## src/hw/rst_evt_pkg.sv

```systemverilog
// Shared constants, register map and types of the reset-event clearing block
package rst_evt_pkg;

    localparam int ADDR_W = 8;
    localparam int DATA_W = 8;

    // Register map, byte addresses on the plain register port
    localparam logic [7:0] CFG_A_BASE    = 8'h00;
    localparam logic [7:0] CFG_B_BASE    = 8'h06;
    localparam logic [7:0] SCTRL_BASE    = 8'h08;
    localparam logic [7:0] PWM_BASE      = 8'h10;
    localparam logic [7:0] PSC_BASE      = 8'h18;
    localparam logic [7:0] COMM_BASE     = 8'h20;
    localparam logic [7:0] STATE_ADDR    = 8'h30;
    localparam logic [7:0] IRQ_STAT_ADDR = 8'h31;
    localparam logic [7:0] IRQ_MASK_ADDR = 8'h32;

    localparam int CFG_A_BYTES = 6;
    localparam int CFG_B_BYTES = 2;
    localparam int SCTRL_BYTES = 2;
    localparam int PWM_BYTES   = 8;
    localparam int PSC_BYTES   = 2;
    localparam int COMM_BYTES  = 6;
    localparam int NUM_CELLS   = 15;

    // Field positions
    localparam int MUTE_BIT      = 1;
    localparam int TMEN_BIT      = 3;
    localparam int TOUT_LSB      = 4;
    localparam int TOUT_W        = 4;
    localparam int GPIO_LSB      = 0;
    localparam int GPIO_W        = 4;
    localparam int IRQ_THSD_BIT  = 0;
    localparam int IRQ_WDT_BIT   = 1;
    localparam int IRQ_DT_BIT    = 2;
    localparam int IRQ_W         = 3;

    // Reset values
    localparam logic [7:0] CFG_RST   = 8'h00;
    localparam logic [7:0] SCTRL_RST = 8'h00;
    localparam logic [7:0] PWM_RST   = 8'hff;
    localparam logic [7:0] COMM_RST  = 8'hff;
    localparam logic [2:0] MASK_RST  = 3'h0;

    // Timing
    localparam int CLK_HZ         = 20_000_000;
    localparam int WDT_TIMEOUT_MS = 2000;
    localparam int WDT_CYCLES     = WDT_TIMEOUT_MS * (CLK_HZ / 1000);

    typedef enum logic [2:0] {
        PS_STANDBY  = 3'b001,
        PS_LONG_DIS = 3'b010,
        PS_SLEEP    = 3'b100
    } power_state_e;

    typedef struct packed {
        logic              wr;
        logic              rd;
        logic [ADDR_W-1:0] addr;
        logic [DATA_W-1:0] wdata;
    } bus_req_s;

endpackage : rst_evt_pkg

```

## src/hw/sync_2ff.sv

```systemverilog
// Two-flop level synchroniser for pin inputs
`timescale 1ns/1ps
module sync_2ff #(
    parameter int W = 1
) (
    input  wire logic         clk_sys_i,
    input  wire logic         sys_rst_i,
    input  wire logic [W-1:0] async_i,
    output logic      [W-1:0] sync_o
);
    logic [W-1:0] meta_reg;

    always_ff @(posedge clk_sys_i or posedge sys_rst_i) begin
        if (sys_rst_i) begin
            meta_reg <= '0;
            sync_o   <= '0;
        end else begin
            meta_reg <= async_i;
            sync_o   <= meta_reg;
        end
    end
endmodule : sync_2ff

```

## src/hw/timeout_counter.sv

```systemverilog
// Restartable timeout counter with sticky expiry and one-cycle fire pulse
`timescale 1ns/1ps
module timeout_counter #(
    parameter int LIMIT = 40_000_000,
    parameter int W     = $clog2(LIMIT + 1)
) (
    input  wire logic clk_sys_i,
    input  wire logic sys_rst_i,
    input  wire logic restart_i,
    output logic      expired_o,
    output logic      fire_o
);
    logic [W-1:0] count_reg;

    // Counting stops once expired so fire stays a single pulse
    always_ff @(posedge clk_sys_i or posedge sys_rst_i) begin
        if (sys_rst_i) begin
            count_reg <= '0;
            expired_o <= 1'b0;
            fire_o    <= 1'b0;
        end else if (restart_i) begin
            count_reg <= '0;
            expired_o <= 1'b0;
            fire_o    <= 1'b0;
        end else if (!expired_o && count_reg == W'(LIMIT - 1)) begin
            count_reg <= '0;
            expired_o <= 1'b1;
            fire_o    <= 1'b1;
        end else begin
            count_reg <= expired_o ? count_reg : count_reg + 1'b1;
            fire_o    <= 1'b0;
        end
    end

    property p_fire_at_limit;
        @(posedge clk_sys_i) disable iff (sys_rst_i)
        (!expired_o && count_reg == W'(LIMIT - 1) && !restart_i) |=> (fire_o && expired_o);
    endproperty
    a_fire_at_limit: assert property (p_fire_at_limit) else $error("missed limit");

    property p_restart_clears;
        @(posedge clk_sys_i) disable iff (sys_rst_i)
        restart_i |=> (!expired_o && !fire_o && count_reg == '0);
    endproperty
    a_restart_clears: assert property (p_restart_clears) else $error("restart lost");
endmodule : timeout_counter

```

## src/hw/rst_evt_clear.sv

```systemverilog
// Reset-event clearing of configuration, switch-control, modulation and comm groups
//
// Behaviour
// - Power cycle restores defaults, discharge off, standby.
// - Thermal shutdown stops discharge, keeps switch control.
// - Thermal shutdown clears A, B but mute, comm.
// - Watchdog with timer: long discharge, clear A0, comm.
// - Same case clears A1-A3 when monitor disabled.
// - Same case clears GPIO nibble of B0.
// - Watchdog without timer: sleep, clear everything.
// - Timer after watchdog acts like rule seven.
// - Timer before watchdog: discharge off, groups, A4-A5.
// - Same case clears A1-A3 when monitor enabled.
// - Same case clears upper nibble of B0.
// - Same case clears B1 except mute.
// - Watchdog fires after two quiet seconds.
// - Valid matching command restarts the watchdog.
// - Timer runs only with pin high, field nonzero.
`timescale 1ns/1ps
module rst_evt_clear
    import rst_evt_pkg::*;
#(
    parameter int WDT_LIMIT = rst_evt_pkg::WDT_CYCLES
) (
    input  wire logic                          clk_sys_i,
    input  wire logic                          sys_rst_i,
    input  wire rst_evt_pkg::bus_req_s         bus_req_i,
    input  wire logic                          cmd_ok_i,
    input  wire logic                          dt_expire_i,
    input  wire logic                          thsd_pin_i,
    input  wire logic                          discharge_timer_pin_enable_i,
    output logic [rst_evt_pkg::DATA_W-1:0]     rd_data_o,
    output rst_evt_pkg::power_state_e          power_state_o,
    output logic [rst_evt_pkg::NUM_CELLS-1:0]  s_drive_o,
    output logic                               wdt_expired_o,
    output logic                               dt_running_o,
    output logic                               irq_o
);
    import rst_evt_pkg::*;

    logic [7:0]   cfg_a_reg [CFG_A_BYTES];
    logic [7:0]   cfg_b_reg [CFG_B_BYTES];
    logic [7:0]   sctrl_reg [SCTRL_BYTES];
    logic [7:0]   pwm_reg   [PWM_BYTES];
    logic [7:0]   psc_reg   [PSC_BYTES];
    logic [7:0]   comm_reg  [COMM_BYTES];
    logic         dis_en_reg;
    logic         thsd_d_reg;
    logic [IRQ_W-1:0] irq_stat_reg;
    logic [IRQ_W-1:0] irq_mask_reg;
    logic         thsd_s;
    logic         pin_en_s;
    logic         wdt_exp;
    logic         wdt_fire;
    logic         wdt_past;
    logic         tme;
    logic         dt_run;
    logic         ev_full;
    logic         ev_long;
    logic         ev_short;
    logic         ev_thsd;
    logic [CFG_A_BYTES-1:0] clr_a;
    logic         clr_b0_lo;
    logic         clr_b0_hi;
    logic         clr_b1_rest;
    logic         clr_b1_mute;
    logic         clr_grp;
    logic         clr_comm;
    logic         dis_off;
    logic [7:0]   off;
    logic [IRQ_W-1:0] irq_set;

    sync_2ff #(
        .W (2)
    ) u_pin_sync (
        .clk_sys_i (clk_sys_i),
        .sys_rst_i (sys_rst_i),
        .async_i   ({thsd_pin_i, discharge_timer_pin_enable_i}),
        .sync_o    ({thsd_s, pin_en_s})
    );

    timeout_counter #(
        .LIMIT (WDT_LIMIT)
    ) u_wdt (
        .clk_sys_i (clk_sys_i),
        .sys_rst_i (sys_rst_i),
        .restart_i (cmd_ok_i),
        .expired_o (wdt_exp),
        .fire_o    (wdt_fire)
    );

    assign tme    = cfg_b_reg[1][TMEN_BIT];
    assign dt_run = pin_en_s && (cfg_a_reg[5][TOUT_LSB +: TOUT_W] != '0);

    // Event classification; a timer expiry in the same cycle as the watchdog
    // fire sees the watchdog as not yet elapsed
    always_comb begin
        ev_thsd  = thsd_s && !thsd_d_reg;
        wdt_past = wdt_exp && !wdt_fire;
        ev_full  = (wdt_fire && !dt_run) || (dt_expire_i && wdt_past);
        ev_long  = wdt_fire && dt_run;
        ev_short = dt_expire_i && !wdt_past;
        // Masks are the union of every event present this cycle
        clr_a[0] = ev_full || ev_thsd || ev_long;
        for (int i = 1; i <= 3; i++) begin
            clr_a[i] = ev_full || ev_thsd || (tme ? ev_short : ev_long);
        end
        for (int i = 4; i < CFG_A_BYTES; i++) begin
            clr_a[i] = ev_full || ev_thsd || ev_short;
        end
        clr_b0_lo   = ev_full || ev_thsd || ev_long;
        clr_b0_hi   = ev_full || ev_thsd || ev_short;
        clr_b1_rest = ev_full || ev_thsd || ev_short;
        clr_b1_mute = ev_full;
        clr_grp     = ev_full || ev_short;
        clr_comm    = ev_full || ev_thsd || ev_long;
        dis_off     = ev_full || ev_short || ev_thsd;
        irq_set     = '0;
        irq_set[IRQ_THSD_BIT] = ev_thsd;
        irq_set[IRQ_WDT_BIT]  = wdt_fire;
        irq_set[IRQ_DT_BIT]   = dt_expire_i;
    end

    // Configuration groups; a clear beats a host write in the same cycle
    always_ff @(posedge clk_sys_i or posedge sys_rst_i) begin
        if (sys_rst_i) begin
            for (int i = 0; i < CFG_A_BYTES; i++) cfg_a_reg[i] <= CFG_RST;
            for (int i = 0; i < CFG_B_BYTES; i++) cfg_b_reg[i] <= CFG_RST;
        end else begin
            for (int i = 0; i < CFG_A_BYTES; i++) begin
                if (clr_a[i]) begin
                    cfg_a_reg[i] <= CFG_RST;
                end else if (bus_req_i.wr && bus_req_i.addr == CFG_A_BASE + 8'(i)) begin
                    cfg_a_reg[i] <= bus_req_i.wdata;
                end
            end
            if (bus_req_i.wr && bus_req_i.addr == CFG_B_BASE) begin
                cfg_b_reg[0] <= bus_req_i.wdata;
            end
            if (clr_b0_lo) begin
                cfg_b_reg[0][GPIO_LSB +: GPIO_W] <= CFG_RST[GPIO_LSB +: GPIO_W];
            end
            if (clr_b0_hi) begin
                cfg_b_reg[0][7:4] <= CFG_RST[7:4];
            end
            for (int b = 0; b < 8; b++) begin
                if (b == MUTE_BIT ? clr_b1_mute : clr_b1_rest) begin
                    cfg_b_reg[1][b] <= CFG_RST[b];
                end else if (bus_req_i.wr && bus_req_i.addr == CFG_B_BASE + 8'h01) begin
                    cfg_b_reg[1][b] <= bus_req_i.wdata[b];
                end
            end
        end
    end

    // Switch-control, modulation and comm groups
    always_ff @(posedge clk_sys_i or posedge sys_rst_i) begin
        if (sys_rst_i) begin
            for (int i = 0; i < SCTRL_BYTES; i++) sctrl_reg[i] <= SCTRL_RST;
            for (int i = 0; i < PWM_BYTES; i++)   pwm_reg[i]   <= PWM_RST;
            for (int i = 0; i < PSC_BYTES; i++)   psc_reg[i]   <= PWM_RST;
            for (int i = 0; i < COMM_BYTES; i++)  comm_reg[i]  <= COMM_RST;
        end else begin
            for (int i = 0; i < SCTRL_BYTES; i++) begin
                if (clr_grp) sctrl_reg[i] <= SCTRL_RST;
                else if (bus_req_i.wr && bus_req_i.addr == SCTRL_BASE + 8'(i))
                    sctrl_reg[i] <= bus_req_i.wdata;
            end
            for (int i = 0; i < PWM_BYTES; i++) begin
                if (clr_grp) pwm_reg[i] <= PWM_RST;
                else if (bus_req_i.wr && bus_req_i.addr == PWM_BASE + 8'(i))
                    pwm_reg[i] <= bus_req_i.wdata;
            end
            for (int i = 0; i < PSC_BYTES; i++) begin
                if (clr_grp) psc_reg[i] <= PWM_RST;
                else if (bus_req_i.wr && bus_req_i.addr == PSC_BASE + 8'(i))
                    psc_reg[i] <= bus_req_i.wdata;
            end
            for (int i = 0; i < COMM_BYTES; i++) begin
                if (clr_comm) comm_reg[i] <= COMM_RST;
                else if (bus_req_i.wr && bus_req_i.addr == COMM_BASE + 8'(i))
                    comm_reg[i] <= bus_req_i.wdata;
            end
        end
    end

    // Discharge gate: armed by any switch-control write, dropped by full, short and thermal events and
    // held off while the die is hot
    always_ff @(posedge clk_sys_i or posedge sys_rst_i) begin
        if (sys_rst_i) begin
            dis_en_reg <= 1'b0;
            thsd_d_reg <= 1'b0;
            s_drive_o  <= '0;
        end else begin
            thsd_d_reg <= thsd_s;
            if (dis_off || thsd_s) begin
                dis_en_reg <= 1'b0;
            end else if (bus_req_i.wr && bus_req_i.addr >= SCTRL_BASE
                         && bus_req_i.addr < SCTRL_BASE + 8'(SCTRL_BYTES)) begin
                dis_en_reg <= 1'b1;
            end
            s_drive_o <= dis_en_reg ? NUM_CELLS'({sctrl_reg[1], sctrl_reg[0]}) : '0;
        end
    end

    // Power state; events win over a waking command in the same cycle
    always_ff @(posedge clk_sys_i or posedge sys_rst_i) begin
        if (sys_rst_i) begin
            power_state_o <= PS_STANDBY;
        end else begin
            case (power_state_o)
                PS_STANDBY, PS_LONG_DIS, PS_SLEEP: begin
                    if (ev_full) power_state_o <= PS_SLEEP;
                    else if (ev_long) power_state_o <= PS_LONG_DIS;
                    else if (cmd_ok_i) power_state_o <= PS_STANDBY;
                end
                default: power_state_o <= PS_STANDBY;
            endcase
        end
    end

    // Status outputs and interrupts; a new event wins over the read-clear
    always_ff @(posedge clk_sys_i or posedge sys_rst_i) begin
        if (sys_rst_i) begin
            irq_stat_reg  <= '0;
            irq_mask_reg  <= MASK_RST;
            irq_o         <= 1'b0;
            wdt_expired_o <= 1'b0;
            dt_running_o  <= 1'b0;
        end else begin
            if (bus_req_i.rd && bus_req_i.addr == IRQ_STAT_ADDR) irq_stat_reg <= irq_set;
            else irq_stat_reg <= irq_stat_reg | irq_set;
            if (bus_req_i.wr && bus_req_i.addr == IRQ_MASK_ADDR)
                irq_mask_reg <= bus_req_i.wdata[IRQ_W-1:0];
            irq_o         <= |(irq_stat_reg & irq_mask_reg);
            wdt_expired_o <= wdt_exp;
            dt_running_o  <= dt_run;
        end
    end

    // Read port, data in the cycle after the strobe; unmapped reads give zero
    always_comb begin
        off = '0;
        if (bus_req_i.addr >= COMM_BASE) off = bus_req_i.addr - COMM_BASE;
        else if (bus_req_i.addr >= PSC_BASE) off = bus_req_i.addr - PSC_BASE;
        else if (bus_req_i.addr >= PWM_BASE) off = bus_req_i.addr - PWM_BASE;
        else if (bus_req_i.addr >= SCTRL_BASE) off = bus_req_i.addr - SCTRL_BASE;
        else if (bus_req_i.addr >= CFG_B_BASE) off = bus_req_i.addr - CFG_B_BASE;
        else off = bus_req_i.addr;
    end

    always_ff @(posedge clk_sys_i or posedge sys_rst_i) begin
        if (sys_rst_i) begin
            rd_data_o <= '0;
        end else if (bus_req_i.rd) begin
            rd_data_o <= '0;
            if (bus_req_i.addr < CFG_B_BASE) rd_data_o <= cfg_a_reg[off[2:0]];
            else if (bus_req_i.addr < SCTRL_BASE) rd_data_o <= cfg_b_reg[off[0]];
            else if (bus_req_i.addr < SCTRL_BASE + 8'(SCTRL_BYTES))
                rd_data_o <= sctrl_reg[off[0]];
            else if (bus_req_i.addr >= PWM_BASE && bus_req_i.addr < PWM_BASE + 8'(PWM_BYTES))
                rd_data_o <= pwm_reg[off[2:0]];
            else if (bus_req_i.addr >= PSC_BASE && bus_req_i.addr < PSC_BASE + 8'(PSC_BYTES))
                rd_data_o <= psc_reg[off[0]];
            else if (bus_req_i.addr >= COMM_BASE && bus_req_i.addr < COMM_BASE + 8'(COMM_BYTES))
                rd_data_o <= comm_reg[off[2:0]];
            else if (bus_req_i.addr == STATE_ADDR)
                rd_data_o <= {3'h0, dt_run, wdt_exp, power_state_o};
            else if (bus_req_i.addr == IRQ_STAT_ADDR) rd_data_o <= 8'(irq_stat_reg);
            else if (bus_req_i.addr == IRQ_MASK_ADDR) rd_data_o <= 8'(irq_mask_reg);
        end
    end

    property p_full_sleep;
        @(posedge clk_sys_i) disable iff (sys_rst_i)
        ev_full |=> (power_state_o == PS_SLEEP && !dis_en_reg && cfg_a_reg[0] == CFG_RST);
    endproperty
    a_full_sleep: assert property (p_full_sleep) else $error("full clear missed");

    property p_long_state;
        @(posedge clk_sys_i) disable iff (sys_rst_i)
        (ev_long && !ev_full) |=> (power_state_o == PS_LONG_DIS && comm_reg[0] == COMM_RST);
    endproperty
    a_long_state: assert property (p_long_state) else $error("long discharge missed");

    property p_thsd_keeps_sctrl;
        @(posedge clk_sys_i) disable iff (sys_rst_i)
        (ev_thsd && !clr_grp && !bus_req_i.wr) |=>
            (!dis_en_reg && sctrl_reg[0] == $past(sctrl_reg[0])) ##1 (s_drive_o == '0);
    endproperty
    a_thsd_keeps_sctrl: assert property (p_thsd_keeps_sctrl) else $error("thsd slip");

    property p_thsd_mute;
        @(posedge clk_sys_i) disable iff (sys_rst_i)
        (ev_thsd && !ev_full && !bus_req_i.wr) |=>
            (cfg_b_reg[1][MUTE_BIT] == $past(cfg_b_reg[1][MUTE_BIT]) && cfg_a_reg[5] == CFG_RST);
    endproperty
    a_thsd_mute: assert property (p_thsd_mute) else $error("mute not kept");

    property p_gpio_nibble;
        @(posedge clk_sys_i) disable iff (sys_rst_i)
        (ev_long && !clr_b0_hi && !bus_req_i.wr) |=>
            (cfg_b_reg[0][GPIO_LSB +: GPIO_W] == '0
             && cfg_b_reg[0][7:4] == $past(cfg_b_reg[0][7:4]));
    endproperty
    a_gpio_nibble: assert property (p_gpio_nibble) else $error("gpio nibble wrong");

    property p_long_monitor;
        @(posedge clk_sys_i) disable iff (sys_rst_i)
        (ev_long && tme && !ev_full && !ev_thsd && !ev_short && !bus_req_i.wr) |=>
            cfg_a_reg[2] == $past(cfg_a_reg[2]);
    endproperty
    a_long_monitor: assert property (p_long_monitor) else $error("A2 cleared");

    property p_short_b0;
        @(posedge clk_sys_i) disable iff (sys_rst_i)
        (ev_short && !ev_full && !ev_thsd && !ev_long && !bus_req_i.wr) |=>
            (cfg_b_reg[0][3:0] == $past(cfg_b_reg[0][3:0]) && cfg_b_reg[0][7:4] == '0
             && cfg_a_reg[4] == CFG_RST && pwm_reg[0] == PWM_RST);
    endproperty
    a_short_b0: assert property (p_short_b0) else $error("short clear wrong");

    property p_short_monitor;
        @(posedge clk_sys_i) disable iff (sys_rst_i)
        (ev_short && tme && !bus_req_i.wr) |=>
            (cfg_a_reg[1] == CFG_RST && cfg_a_reg[3] == CFG_RST);
    endproperty
    a_short_monitor: assert property (p_short_monitor) else $error("A1-A3 kept");

    property p_b1_mute;
        @(posedge clk_sys_i) disable iff (sys_rst_i)
        (ev_short && !ev_full && !bus_req_i.wr) |=>
            (cfg_b_reg[1][MUTE_BIT] == $past(cfg_b_reg[1][MUTE_BIT]) && cfg_b_reg[1][0] == 1'b0);
    endproperty
    a_b1_mute: assert property (p_b1_mute) else $error("B1 clear wrong");
endmodule : rst_evt_clear

```

## config.mk

```make
export PLATFORM = sky130hd
export DESIGN_NAME = rst_evt_clear
export DESIGN_NICKNAME = d
export VERILOG_FILES = /design/src/hw/rst_evt_pkg.sv /design/src/hw/sync_2ff.sv /design/src/hw/timeout_counter.sv /design/src/hw/rst_evt_clear.sv
export SDC_FILE = /design/constraint.sdc
export NUM_CORES = 1
export LEC_CHECK = 0
export ABC_AREA = 0
export ABC_CLOCK_PERIOD_IN_PS = 13500
export BUFFER_PORTS_ARGS = -buffer_cell sky130_fd_sc_hd__buf_4
export CORE_MARGIN = 2
export CORE_UTILIZATION = 30
export CTS_CLUSTER_DIAMETER = 150
export DETAILED_ROUTE_END_ITERATION = 6
export PLACE_DENSITY = 0.45
export SYNTH_ARGS = -nofsm -noshare
export SYNTH_HDL_FRONTEND = slang
export SYNTH_SLANG_ARGS = --single-unit
```

## constraint.sdc

```tcl
create_clock -name clk_sys_i -period 13.5 [get_ports clk_sys_i]
set_input_delay 1.35 -clock clk_sys_i [delete_from_list [all_inputs] [get_ports clk_sys_i]]
set_output_delay 1.35 -clock clk_sys_i [all_outputs]
set_load 0.02 [all_outputs]
```

== After elaboration in Yosys (flattened, before gate mapping) ==
Cells that the tools add are included.
Word-level totals
  memories: 0
  ROM bits: 0
  output and inout port bits: 29
  memory bits (writable): 0
  bits in latches: 0
  register bits after elaboration: 277
Operators by class
  eq/ne operators: 34
  add/subtract/negate cells: 6
  div/mod/pow operators: 0
  $mul: 0
  reductions and logical operators: 88
  bitwise operators: 4
  muxes and demuxes: 115
  shift-type cells: 0
  $lt $le $gt $ge: 13
Operators with widths (count)
  $mux W8: 70
  $eq A8 B5 Y1 const B: 10
  $mux W26: 3
  $bmux W8 S3: 3
  $eq A8 B6 Y1 const B: 9
  $reduce_bool A2 Y1: 30
  $logic_and A1 B1 Y1: 41
  $mux W3: 12
  $eq A8 B3 Y1 const B: 4
  $add A26 B1 Y26 const B: 1
  $eq A26 B26 Y1 const B: 1
  $mux W1: 23
  $eq A8 B2 Y1 const B: 2
  $eq A8 B4 Y1 const B: 2
  $ge A8 B5 Y1 const B: 2
  $lt A8 B4 Y1 const B: 2
  $lt A8 B5 Y1 const B: 2
  $mux W15: 1
  $sub A3 B1 Y3 const B: 4
  $eq A8 B1 Y1 const B: 1
  $ge A8 B3 Y1 const B: 1
  $ge A8 B4 Y1 const B: 1
  $ge A8 B6 Y1 const B: 1
  $logic_not A8 Y1: 1
  other kinds (20): 33

== Longest topological paths before layout ==
Gate-level depths: netlist (run 1).
  depth after elaboration: 16
  mapped depth: 10
  depth with buffers taken out: 8

== By module ==
Synthesis (run 1) repeated with hierarchy kept, for this count alone.
Unflattened totals
  cells, all modules: 1403
  area, all modules: 13848.3 sq um
By module, submodules not included
  rst_evt_clear: instances 1, sequential area each 6292.3 sq um, area an instance 12275.5 sq um, cells an instance 1241
  timeout_counter: instances 1, sequential area each 700.7 sq um, area an instance 1468.9 sq um, cells an instance 157
  sync_2ff: instances 1, sequential area each 100.1 sq um, area an instance 103.8 sq um, cells an instance 5

== Worst setup path after synthesis (run 1) ==
OpenSTA, ideal clock, no wires.
  path type: input to register
  start: input port bus_req_i[10] (netlist name)
  end: register rd_data_o[7] (netlist name)
  arrival time: 3.163 ns
  path buffers: 1
  slack: 10.206 ns
  required time: 13.369 ns
  cell stages on the path: 8
  library setup time: 0.131 ns
  cells stage by stage: clkbuf_1 inv_1 ha_1 nor3b_1 a21oi_1 mux4_2 a221oi_1 o22ai_1
Between the ends
  longest elaborated chain between the ends: 16
RTL lines
  start, declared: line rst_evt_clear.sv:27  | input wire rst_evt_pkg::bus_req_s bus_req_i,
  $ge A8 B3 Y1 or $sub A3 B3 Y3 (tied branches): line rst_evt_clear.sv:248  | else if (bus_req_i.addr >= CFG_B_BASE) off = bus_req_i.addr - CFG_B_BASE;
  $mux W3: line rst_evt_clear.sv:248
  $mux W3: line rst_evt_clear.sv:247  | else if (bus_req_i.addr >= SCTRL_BASE) off = bus_req_i.addr - SCTRL_BASE;
  $mux W3: line rst_evt_clear.sv:246  | else if (bus_req_i.addr >= PWM_BASE) off = bus_req_i.addr - PWM_BASE;
  $mux W3: line rst_evt_clear.sv:245  | else if (bus_req_i.addr >= PSC_BASE) off = bus_req_i.addr - PSC_BASE;
  $mux W3: line rst_evt_clear.sv:244  | if (bus_req_i.addr >= COMM_BASE) off = bus_req_i.addr - COMM_BASE;
  $not A3 Y4 (not written as such): line rst_evt_clear.sv:257, rst_evt_clear.sv:262, rst_evt_clear.sv:266
  $bmux W8 S3: line rst_evt_clear.sv:266  | rd_data_o <= comm_reg[off[2:0]];
  $mux W8 (not written as such) (2 in series): line rst_evt_clear.sv:266
  $mux W8: line rst_evt_clear.sv:265  | else if (bus_req_i.addr >= COMM_BASE && bus_req_i.addr < COMM_BASE + 8'(COMM_BYTES))
  $mux W8: line rst_evt_clear.sv:263  | else if (bus_req_i.addr >= PSC_BASE && bus_req_i.addr < PSC_BASE + 8'(PSC_BYTES))
  $mux W8: line rst_evt_clear.sv:261  | else if (bus_req_i.addr >= PWM_BASE && bus_req_i.addr < PWM_BASE + 8'(PWM_BYTES))
  $mux W8: line rst_evt_clear.sv:259  | else if (bus_req_i.addr < SCTRL_BASE + 8'(SCTRL_BYTES))
  $mux W8: line rst_evt_clear.sv:258  | else if (bus_req_i.addr < SCTRL_BASE) rd_data_o <= cfg_b_reg[off[0]];
  $mux W8 (*): line rst_evt_clear.sv:257  | if (bus_req_i.addr < CFG_B_BASE) rd_data_o <= cfg_a_reg[off[2:0]];
  end signal, assigned: line rst_evt_clear.sv:257
  end signal, assigned: line rst_evt_clear.sv:258
  end signal, assigned: line rst_evt_clear.sv:260  | rd_data_o <= sctrl_reg[off[0]];
  end, declared: line rst_evt_clear.sv:32  | output logic [rst_evt_pkg::DATA_W-1:0] rd_data_o,
Mark *: on every way between the ends. The rest lies on a longest branch, timed or not. The select of a mux whose other input is x is not followed.
A chain may end at the register's enable or synchronous reset.

== Final worst setup path (run 1) ==
  start: input port bus_req_i[15] (netlist name)
  end: register rd_data_o[4] (netlist name)
Between the ends
  longest elaborated chain between the ends: 16
RTL lines (line)
  $ge A8 B3 Y1: rst_evt_clear.sv:248
  $mux W3: rst_evt_clear.sv:248
  $mux W3: rst_evt_clear.sv:247
  $mux W3: rst_evt_clear.sv:246
  $mux W3: rst_evt_clear.sv:245
  $mux W3: rst_evt_clear.sv:244
  $not A3 Y4 (not written as such): rst_evt_clear.sv:257, rst_evt_clear.sv:262, rst_evt_clear.sv:266
  $bmux W8 S3: rst_evt_clear.sv:266
  $mux W8 (not written as such) (2 in series): rst_evt_clear.sv:266
  $mux W8: rst_evt_clear.sv:265
  $mux W8: rst_evt_clear.sv:263
  $mux W8: rst_evt_clear.sv:261
  $mux W8: rst_evt_clear.sv:259
  $mux W8: rst_evt_clear.sv:258
  $mux W8 (*): rst_evt_clear.sv:257
Marks and branches as above.

==> flow_results.org, run 1 <==
** Run status
- The flow ran to the end, and the final reports show no timing, DRC or antenna violations.

** Clock tree
- Clock-pin slew was measured on the worst setup and hold paths at 60 ps.
- The number of clock buffers added by TritonCTS is 34.
- Clock Path Buffers :: 3
- Post-CTS Setup Inserts :: 0
- CTS H-tree lvls :: 2
- The cell sitting at the root of the clock tree is a clkbuf_16.
- For the worst-skew pair, the clock arrives at the later sink with an insertion delay of 550 ps.
- CTS tree :: yes
- Number of clock sinks :: 277
- Number of buffers added to fix hold violations after cts :: 0
- Post-cts resize count :: 0

** GRT
- Wire length of the first global-routing pass :: 70200 um
- Maximum number of pins on one net before global-route repair :: roughly 150
- Remaining global-route overflow :: 0
- Number of antenna violations at the first check in global routing :: 1
- Total Routing Usage GR :: 19.4%
- The number of global-route vias before repair came to around 11000.

** Final layout
- Number of fillers in the final layout :: 4683
- In the final design database the tool counted about 1500 nets.
- In the final layout, the multi-input gates occupy 6180 um^2.
- Cells with a size suffix above 1 make up 19.4% of the layout.
- Number of non-filler instances in the completed layout :: 2077
- Compared with the post-synthesis result, the final layout area differs by 14.2%.
- Max reg flops :: 64
- The number of antenna diodes in the final layout is 0.
- Registers take 7090 um^2.

** Logic synthesis
- Proportion of synthesized area in mux cells :: 11.8%
- Among all flip-flop cells after synthesis, the most frequent one is dfrtp_1.
- EDFF count, synth :: 0
- Fraction of synthesized cell area in xor and xnor cells :: 1.53%
- Each instance of the synthesized netlist takes up on average ~9.5 um^2.
- Async set-or-reset flop fraction in the synthesized netlist :: 100%
- Area share of and/or/nand/nor cells after synthesis :: a little under a quarter
- Register area share after synthesis :: around half
- Main combinational cell family by area after synthesis :: simple AND/OR/NAND/NOR gates
- Compound-gate portion of the synthesized area :: about 8%
- Synthesized flop and latch total :: 277
- When the netlist entered floorplanning its net count stood at 1474.
- Number of distinct standard cells referenced by the synthesized netlist :: a little under 70
- The Yosys step of the flow raised 0 warnings.
- The synthesized netlist occupies a cell area of 13700 um^2.
- Adder-Cell Fraction of Synth Area :: 0.182%
- Cell count after synthesis :: 1448

** Critical path
- Largest fanout of any net on the critical path :: 34
- On the critical path, the stage with the largest delay is an instance of or4_1.
- STA classifies the critical path endpoint as a flop.
- The worst register-to-register path ends at cfg_a_reg[11]$_DFFE_PP0P_.
- RR Startpoint :: cfg_a_reg[6]$_DFFE_PP0P_
- Worst EP required :: 13970 ps
- The kind of cell with the highest combined delay along the critical path is compound AO/OA/AOI/OAI gates.
- The worst setup path is of the primary input to flop kind.
- Internal reg-to-reg setup slack :: 10630 ps
- Cell count of the worst reg-to-reg path :: 6
- Maximum cell stage delay along the critical path :: 960 ps
- Data on the critical path arrives at its endpoint at 4240 ps.
- In this design, the critical path's most frequently occurring cell is buf_4.
- CP bufs+invs :: 2
- Levels on crit path :: 8
- Critical path, cell by cell :: buf_4 -> or4_1 -> o21ai_4 -> buf_4 -> mux2i_1 -> a32oi_1 -> o2111ai_1 -> a21oi_1
- Type of element launching the critical path :: primary input

** Route
- The detailed router finished its first iteration with 902 violations.
- Dividing the detail-routed wire length by the instance count gives 22.0 um.
- For this run, the detailed router's first-pass iteration total came to 5.
- Number of antenna-violating nets in the routed design :: 0
- The final layout contains routed wiring with a total length of 45600 um.
- For this run, design rule violations remaining after detail routing come to 0.
- Average via count per standard cell :: 5.27
- Routed via count :: between 10000 and 15000

** Worst hold path
- Hold Path Origin :: u_pin_sync.meta_reg[1]$_DFF_PP0_
- Cell depth of the worst min-delay path :: 0
- The tightest min-delay check is of the flop to flop type.
- For hold timing, the worst endpoint is u_pin_sync.sync_o[1]$_DFF_PP0_.

** Floorplanning
- Initial core utilization :: 30.3%
- Floorplan die width :: 218 um
- The die is around 220 um tall.
- The region available for standard cell placement spans roughly 45000 um^2.
- The die covers between 40000 and 50000 um^2.
- Row generation in the floorplan step produced 78 rows.
- # IOs :: 53

** STA
- Final period demand of the worst path :: approximately 3800 ps
- Across the routed clock network, the largest skew measured is 20.3 ps.
- The final count of hold timing violations is 0.
- Final setup violation count :: 0
- In the finished design, the share of the clock period the worst path needs comes to 27.9%.
- Static timing analysis puts the maximum clock frequency at 0.265 GHz.
- Measured slew at the worst slew-check pin :: 1070 ps
- Slew Limit Fails :: 0
- Unrepaired setup endpoints after global routing :: false
- In this run the tightest slew margin relative to its limit is 28.6%.
- Final total negative setup slack :: 0 ps

** Power
- In this run the static leakage power is 7.22 nW.
- The internal power of the cells totals 0.00139 W.
- Clk pwr share :: 47.9%
- Sequential cell fraction of total power :: between 40 and 50%
- Switching Fraction :: 25.2%
- Power spread over the standard cell area amounts to about 120 nW/um^2.
- Net switching power :: about 0.00047 W
- Peak supply drop :: 85.0 uV
- In this run, the combinational gates consume approximately 6.5% of the power.

** Place
- In this run the tool buffered the top-level ports with 52 buffer cells.
- In this run, placement finished with an instance count of 2015.
- Hpwl dp :: 29400 um
- Routability-driven placement finished with a final weighted congestion of slightly below 0.9.

** Flow run
- Max-capacitance violation count :: 0
[cells in the mapped netlist, drive strengths merged (2+ instances only)]
library cell,instances,area (um^2)
a211o,2,17.5
a211oi,8,60.1
a21o,4,30.0
a21oi,84,420
a31oi,7,43.8
a32oi,3,26.3
and2,24,150
and3,8,50.1
and4,4,35.0
and4bb,2,25.0
buf,37,195
clkbuf,63,236
dfrtp,148,3700
dfstp,129,3390
ha,2,25.0
inv,18,67.6
mux2,16,180
mux2i,123,1230
mux4,9,210
nand2,337,1260
nand2b,9,56.3
nand3,169,866
nand4,12,81.3
nor2,97,364
nor2b,3,18.8
nor3,11,65.1
nor3b,3,22.5
nor4,8,50.1
nor4b,6,58.8
o2111ai,3,26.3
o211ai,15,113
o21ai,19,106
o221ai,5,43.8
o22ai,7,43.8
o31ai,2,15.0
o32ai,5,43.8
o41ai,2,25.0
or3,2,12.5
or4,2,15.0
xnor2,5,43.8
xor2,19,166
[final cells by class]
cell class / instances / share of cell area (%)
Sequential cell: 277 / 45.2
Clock inverter: 6 / 0.303
Multi-Input combinational cell: 1053 / 39.4
Tap cell: 600 / 4.79
Clock buffer: 56 / 6.53
Timing Repair Buffer: 67 / 3.29
Inverter: 18 / 0.479
[worst register-to-register path, stage by stage (launching register included)]
cell,delay (ps)
dfrtp_1,400
o41ai_1,120
buf_4,180
a21oi_4,130
buf_4,700
nand2_1,850
a21oi_1,390
[stage by stage]
stage | util [%] | total power, W | setup slack (ps) | area (um^2) | hold WS, ps
floorplan | - | 0.000932 | 4730 | 13700 | 331
global placement | 32.3 | 0.000981 | 9280 | 14600 | 335
detailed placement | 32.3 | 0.000981 | 9220 | 14600 | 337
CTS | 34.6 | 0.00188 | 9780 | 15700 | 350
global route | 34.6 | 0.00192 | 9520 | 15700 | 365
finish | 34.6 | 0.00186 | 9730 | 15700 | 345
[power by group through the flow]
stage                     clock network [W]  logic (W)  registers [W]
after floorplan                           0  0.0000730       0.000859
after global placement                    0   0.000122       0.000859
after detailed placement                  0   0.000122       0.000859
after CTS                          0.000916   0.000122       0.000846
after global routing               0.000943   0.000131       0.000846
final                              0.000889   0.000121       0.000846
[metal layers]
metal	track usage [%]	share of wire, %	up-vias
li1	-	-	5018
met1	28.5	49	5603
met2	29.4	45	262
met3	2.57	4.2	66
met4	6.33	2.5	2
met5	0	0.028	-
[how the worst max path moves through the flow]
stage	end	slack [ps]	from
after floorplan	cfg_a_reg[0]$_DFFE_PP0P_	4730	sys_rst_i
after detailed placement	rd_data_o[6]$_DFFE_PP0P_	9220	bus_req_i[15]
after global routing	rd_data_o[6]$_DFFE_PP0P_	9520	bus_req_i[15]
after CTS	rd_data_o[4]$_DFFE_PP0P_	9780	bus_req_i[15]
after global placement	rd_data_o[4]$_DFFE_PP0P_	9280	bus_req_i[15]
final	rd_data_o[4]$_DFFE_PP0P_	9730	bus_req_i[15]
[kinds of logic (layout without fill, tap and decap cells)]
family          after synthesis  after routing
simple gates                703            703
buf+inv                     118            147
xor+xnor                     24             24
fa+ha+maj                     2              2
mux                         148            148
flops                       277            277
compound gates              176            176
[cells in the final DEF, fill, tap and decap left out, types with 3 or more instances in the layout]
master	count
o21ai_0	18
a21oi_1	82
nor3_1	9
xnor2_1	5
buf_4	66
and4_1	4
nor2_1	97
a21o_1	4
o22ai_1	7
o211ai_1	15
and2_1	23
o221ai_1	5
dfstp_2	129
a211oi_1	8
xor2_1	19
nand4_1	11
clkbuf_8	7
nor4b_1	5
o32ai_1	5
mux4_2	7
inv_1	16
and3_1	8
nor2b_1	3
o2111ai_1	3
nor4_1	6
mux2_2	16
nand3_1	165
nand2b_1	9
a32oi_1	3
clkbuf_16	35
nand3_2	4
mux2i_1	123
a31oi_1	7
nor3b_1	3
clkbuf_1	14
nand2_1	337
dfrtp_1	148
(Power assumes the default switching activity.)
==> inputs of run 2 (changes only) <==
Settings changed: ABC_CLOCK_PERIOD_IN_PS 13500 to 3600.
Clock period 13.5 ns to 3.6 ns, I/O delays scaled along.
==> run 2 against run 1 <==
  * Final cell count up 1.1%
  * Clock power rose to 4.2 times the previous value
  * First-iteration DRC count up 17%
  * Sequential share of layout area down 0.99 points
  * Via count up 0.69%
  * Clock-buffer cell count down 3
  * Combinational power rose to 3.9 times the previous value
  * Worst hold slack worse by 280 ps
==> flow_results.org, run 2 (synthesis results as in run 1) <==
** Run status
- The run finished with clean final reports.

** Critical path
- Worst setup path category :: primary input to flop
- Largest fanout of any net on the critical path :: 28 (-18%)
- CP bufs+invs :: 2 (unchanged)
- Master of the slowest instance on the critical path :: a221oi_1
- The longest individual stage delay on the worst path came to 600 ps (-360 ps).
- The worst setup path is captured at a flop.
- The critical path data arrival time was 3060 ps (-1180 ps).
- Type of element launching the critical path :: primary input
- Gate family responsible for the most delay along the worst path :: compound AO/OA/AOI/OAI gates
- The data required time of the worst path came to 4000 ps (-9970 ps).
- Critical path, cell by cell :: buf_4 -> inv_1 -> ha_1 -> nor3b_1 -> a21oi_1 -> mux4_2 -> a221oi_1 -> o22ai_1

** Place
- The detailed-placement wirelength estimate was 29900 um (+1.8%).
- IO Port Bufs :: 52 (unchanged)
- The global placement routability congestion is 0.919 (+5.0%).

** Clock tree
- The number of instances resized during post-cts repair came to 0 (unchanged).
- The cell sitting at the root of the clock tree is a clkbuf_16.
- The clock buffer count from CTS is 35 (+2.9%).
- CTS H-tree lvls :: 2 (unchanged)
- The worst-skew pair later-pin latency came to 550 ps (about the same).
- TritonCTS built the clock tree.
- The clock slew seen by the registers of the worst setup and hold paths is 60 ps (about the same).
- The clock sink count came to 277 (unchanged).
- Clock Path Buffers :: 3 (unchanged)

** Route
- The post-route DRC violation count is 0 (unchanged).
- Routed via count :: 11000 (+0.69%)
- Initial DRC count :: 1059 (+17%)
- The residual antenna-violating net count after detailed routing is 0 (unchanged).
- The wire length after detailed routing is 45600 um (about the same).
- Drt pass-1 iters :: 5 (unchanged)
- Average via count per standard cell :: 5.25 (-0.41%)
- Post-detailed-route wirelength per cell :: 21.7 um (-1.1%)

** GRT
- The global-route wire length before repair was 70500 um (+0.34%).
- Vias in the first global route :: 11000 (+2.1%)
- Maximum number of pins on one net before global-route repair :: 130 (-11%)
- Total Routing Usage GR :: 19.6% (+0.17 points)
- Number of antenna violations at the first check in global routing :: 1 (unchanged)
- Remaining global-route overflow :: 0 (unchanged)

** Final layout
- Multi-input combinational cell area :: 6180 um^2 (unchanged)
- Area growth from synthesis to final layout :: 16.8%
- The number of flip-flops under the largest register name is 64 (unchanged).
- The proportion of layout cells with a drive suffix above 1 came to 20.8% (+1.4 points).
- The library cells used most frequently in the layout, excluding fill and tap cells, are 337 x nand2_1, 165 x nand3_1, 148 x dfrtp_1.
- The count of inserted antenna diode cells is 0 (unchanged).
- Final net count :: 1499 (+1.5%)
- Post-route core utilization :: 35.4% (+0.78 points)
- Number of fillers in the final layout :: 4650 (-0.70%)
- The storage element area came to 7090 um^2 (unchanged).
- Leading cell type in the layout, fill and taps excluded :: nand2_1

** Floorplanning
- Core Footprint :: 45300 um^2 (unchanged)
- The floorplan row count was 78 (unchanged).
- The overall die area is 47500 um^2 (unchanged).
- The number of top-level pins came to 53 (unchanged).
- The initial cell density of the core was 30.3% (unchanged).
- Floorplan die height :: 218 um (unchanged)
- The width of the die is 218 um (unchanged).

** STA
- The tightest slew margin relative to the limit was 32.9% (+4.2 points).
- Slew Limit Fails :: 0 (unchanged)
- Of the available clock period, the critical path in the final layout requires 73.9%.
- Unrepaired setup endpoints after global routing :: false
- Measured slew at the worst slew-check pin :: 1000 ps (-63.0 ps)
- Final setup violation count :: 0 (unchanged)
- Final total negative setup slack :: 0 ps (unchanged)
- Subtracting the final worst setup slack from the clock period gives 2660 ps.
- The worst clock skew is 28.1 ps (+7.85 ps).
- Timing-limited maximum frequency :: roughly 0.38 GHz
- Final Hold Fails :: 0 (unchanged)

** Worst hold path
- Type of the most critical hold path :: primary input to flop

** Power
- The highest ir drop seen on vdd is 283 uV (+230%).
- The static leakage came to 7.41 nW (+2.6%).
- The power per standard cell area was 459 nW/um^2 (+290%).

** Flow run
- The max-capacitance violation count came to 0 (unchanged).
run 2: changes by cell type in the layout (fill, tap and decap cells not counted), moves of 2 or more:
cell,delta
bufinv_16,+4
dlygate4sd3_1,+4
buf_4,+14
clkinv_2,+2
clkbuf_8,+2
buf_12,+3
clkbuf_1,-6
run 2: metal layers:
metal	track usage (%)	vias to the layer above	routed length, um
li1	-	5058	-
met1	28.0	5558	21300
met2	29.3	340	20200
met3	3.84	71	2830
met4	7.12	0	1260
met5	0	-	0
run 2: cell type report:
class / instances / area share [%]
clock buffer: 53 / 6.58
clock inverter: 11 / 1.05
inverter: 18 / 0.445
multi-input combinational: 1053 / 38.5
sequential: 277 / 44.2
tap: 600 / 4.68
timing repair buffer: 88 / 4.49
run 2: worst paths after layout:
| path | start | to | slack (ps) | cells after the start |
|---|---|---|---|---|
| hold / removal | dt_expire_i | irq_stat_reg[2]$_DFF_PP0_ | 70 | 2 |
| max in group asynchronous | sys_rst_i | cfg_b_reg[7]$_DFFE_PP0P_ | 2280 | 4 |
| setup / recovery | bus_req_i[9] | rd_data_o[7]$_DFFE_PP0P_ | 940 | 8 |
| min in group asynchronous | sys_rst_i | sctrl_reg[4]$_DFFE_PP0P_ | 540 | 4 |
| hold reg to reg | u_pin_sync.meta_reg[1]$_DFF_PP0_ | u_pin_sync.sync_o[1]$_DFF_PP0_ | 350 | 0 |
| setup reg to reg | u_wdt.expired_o$_DFFE_PP0P_ | u_wdt.count_reg[14]$_DFFE_PP0P_ | 1250 | 7 |
run 2: worst register-to-register path, cell delays in order, from the launching register on:
cell and delay (ps):
dfrtp_1 550, nor2b_1 390, and4_1 340, nand4_1 140, nand4b_1 270, nand2b_1 130, buf_4 290, nor3_1 110
run 2: report_power, final:
| part | internal (W) | switching, W |
|---|---|---|
| logic | 0.000121 | 0.000350 |
| registers | 0.00315 | 0.0000220 |
| clock network | 0.00231 | 0.00140 |
run 2: timing repair:
action                                  4_1_cts  5_1_grt
hold buffers                                  4        0
setup buffers                                 0        0
endpoints found under the hold margin        23        0
endpoints found under the setup margin        0        0
run 2: per-stage QoR:
| stage | instance area, um^2 | cells | setup WS, ps | power, W | hold WS [ps] |
|---|---|---|---|---|---|
| finish | 16000 | 2100 | 938 | 0.00736 | 66.0 |
| global route | 16000 | 2100 | 822 | 0.00764 | 70.9 |
| CTS | 16000 | 2100 | 1060 | 0.00746 | 44.5 |
| detailed placement | 14800 | 2032 | 481 | 0.00369 | 342 |
| global placement | 14800 | 2032 | 477 | 0.00369 | 336 |
| floorplan | 13700 | 1448 | -320 | 0.00350 | 331 |
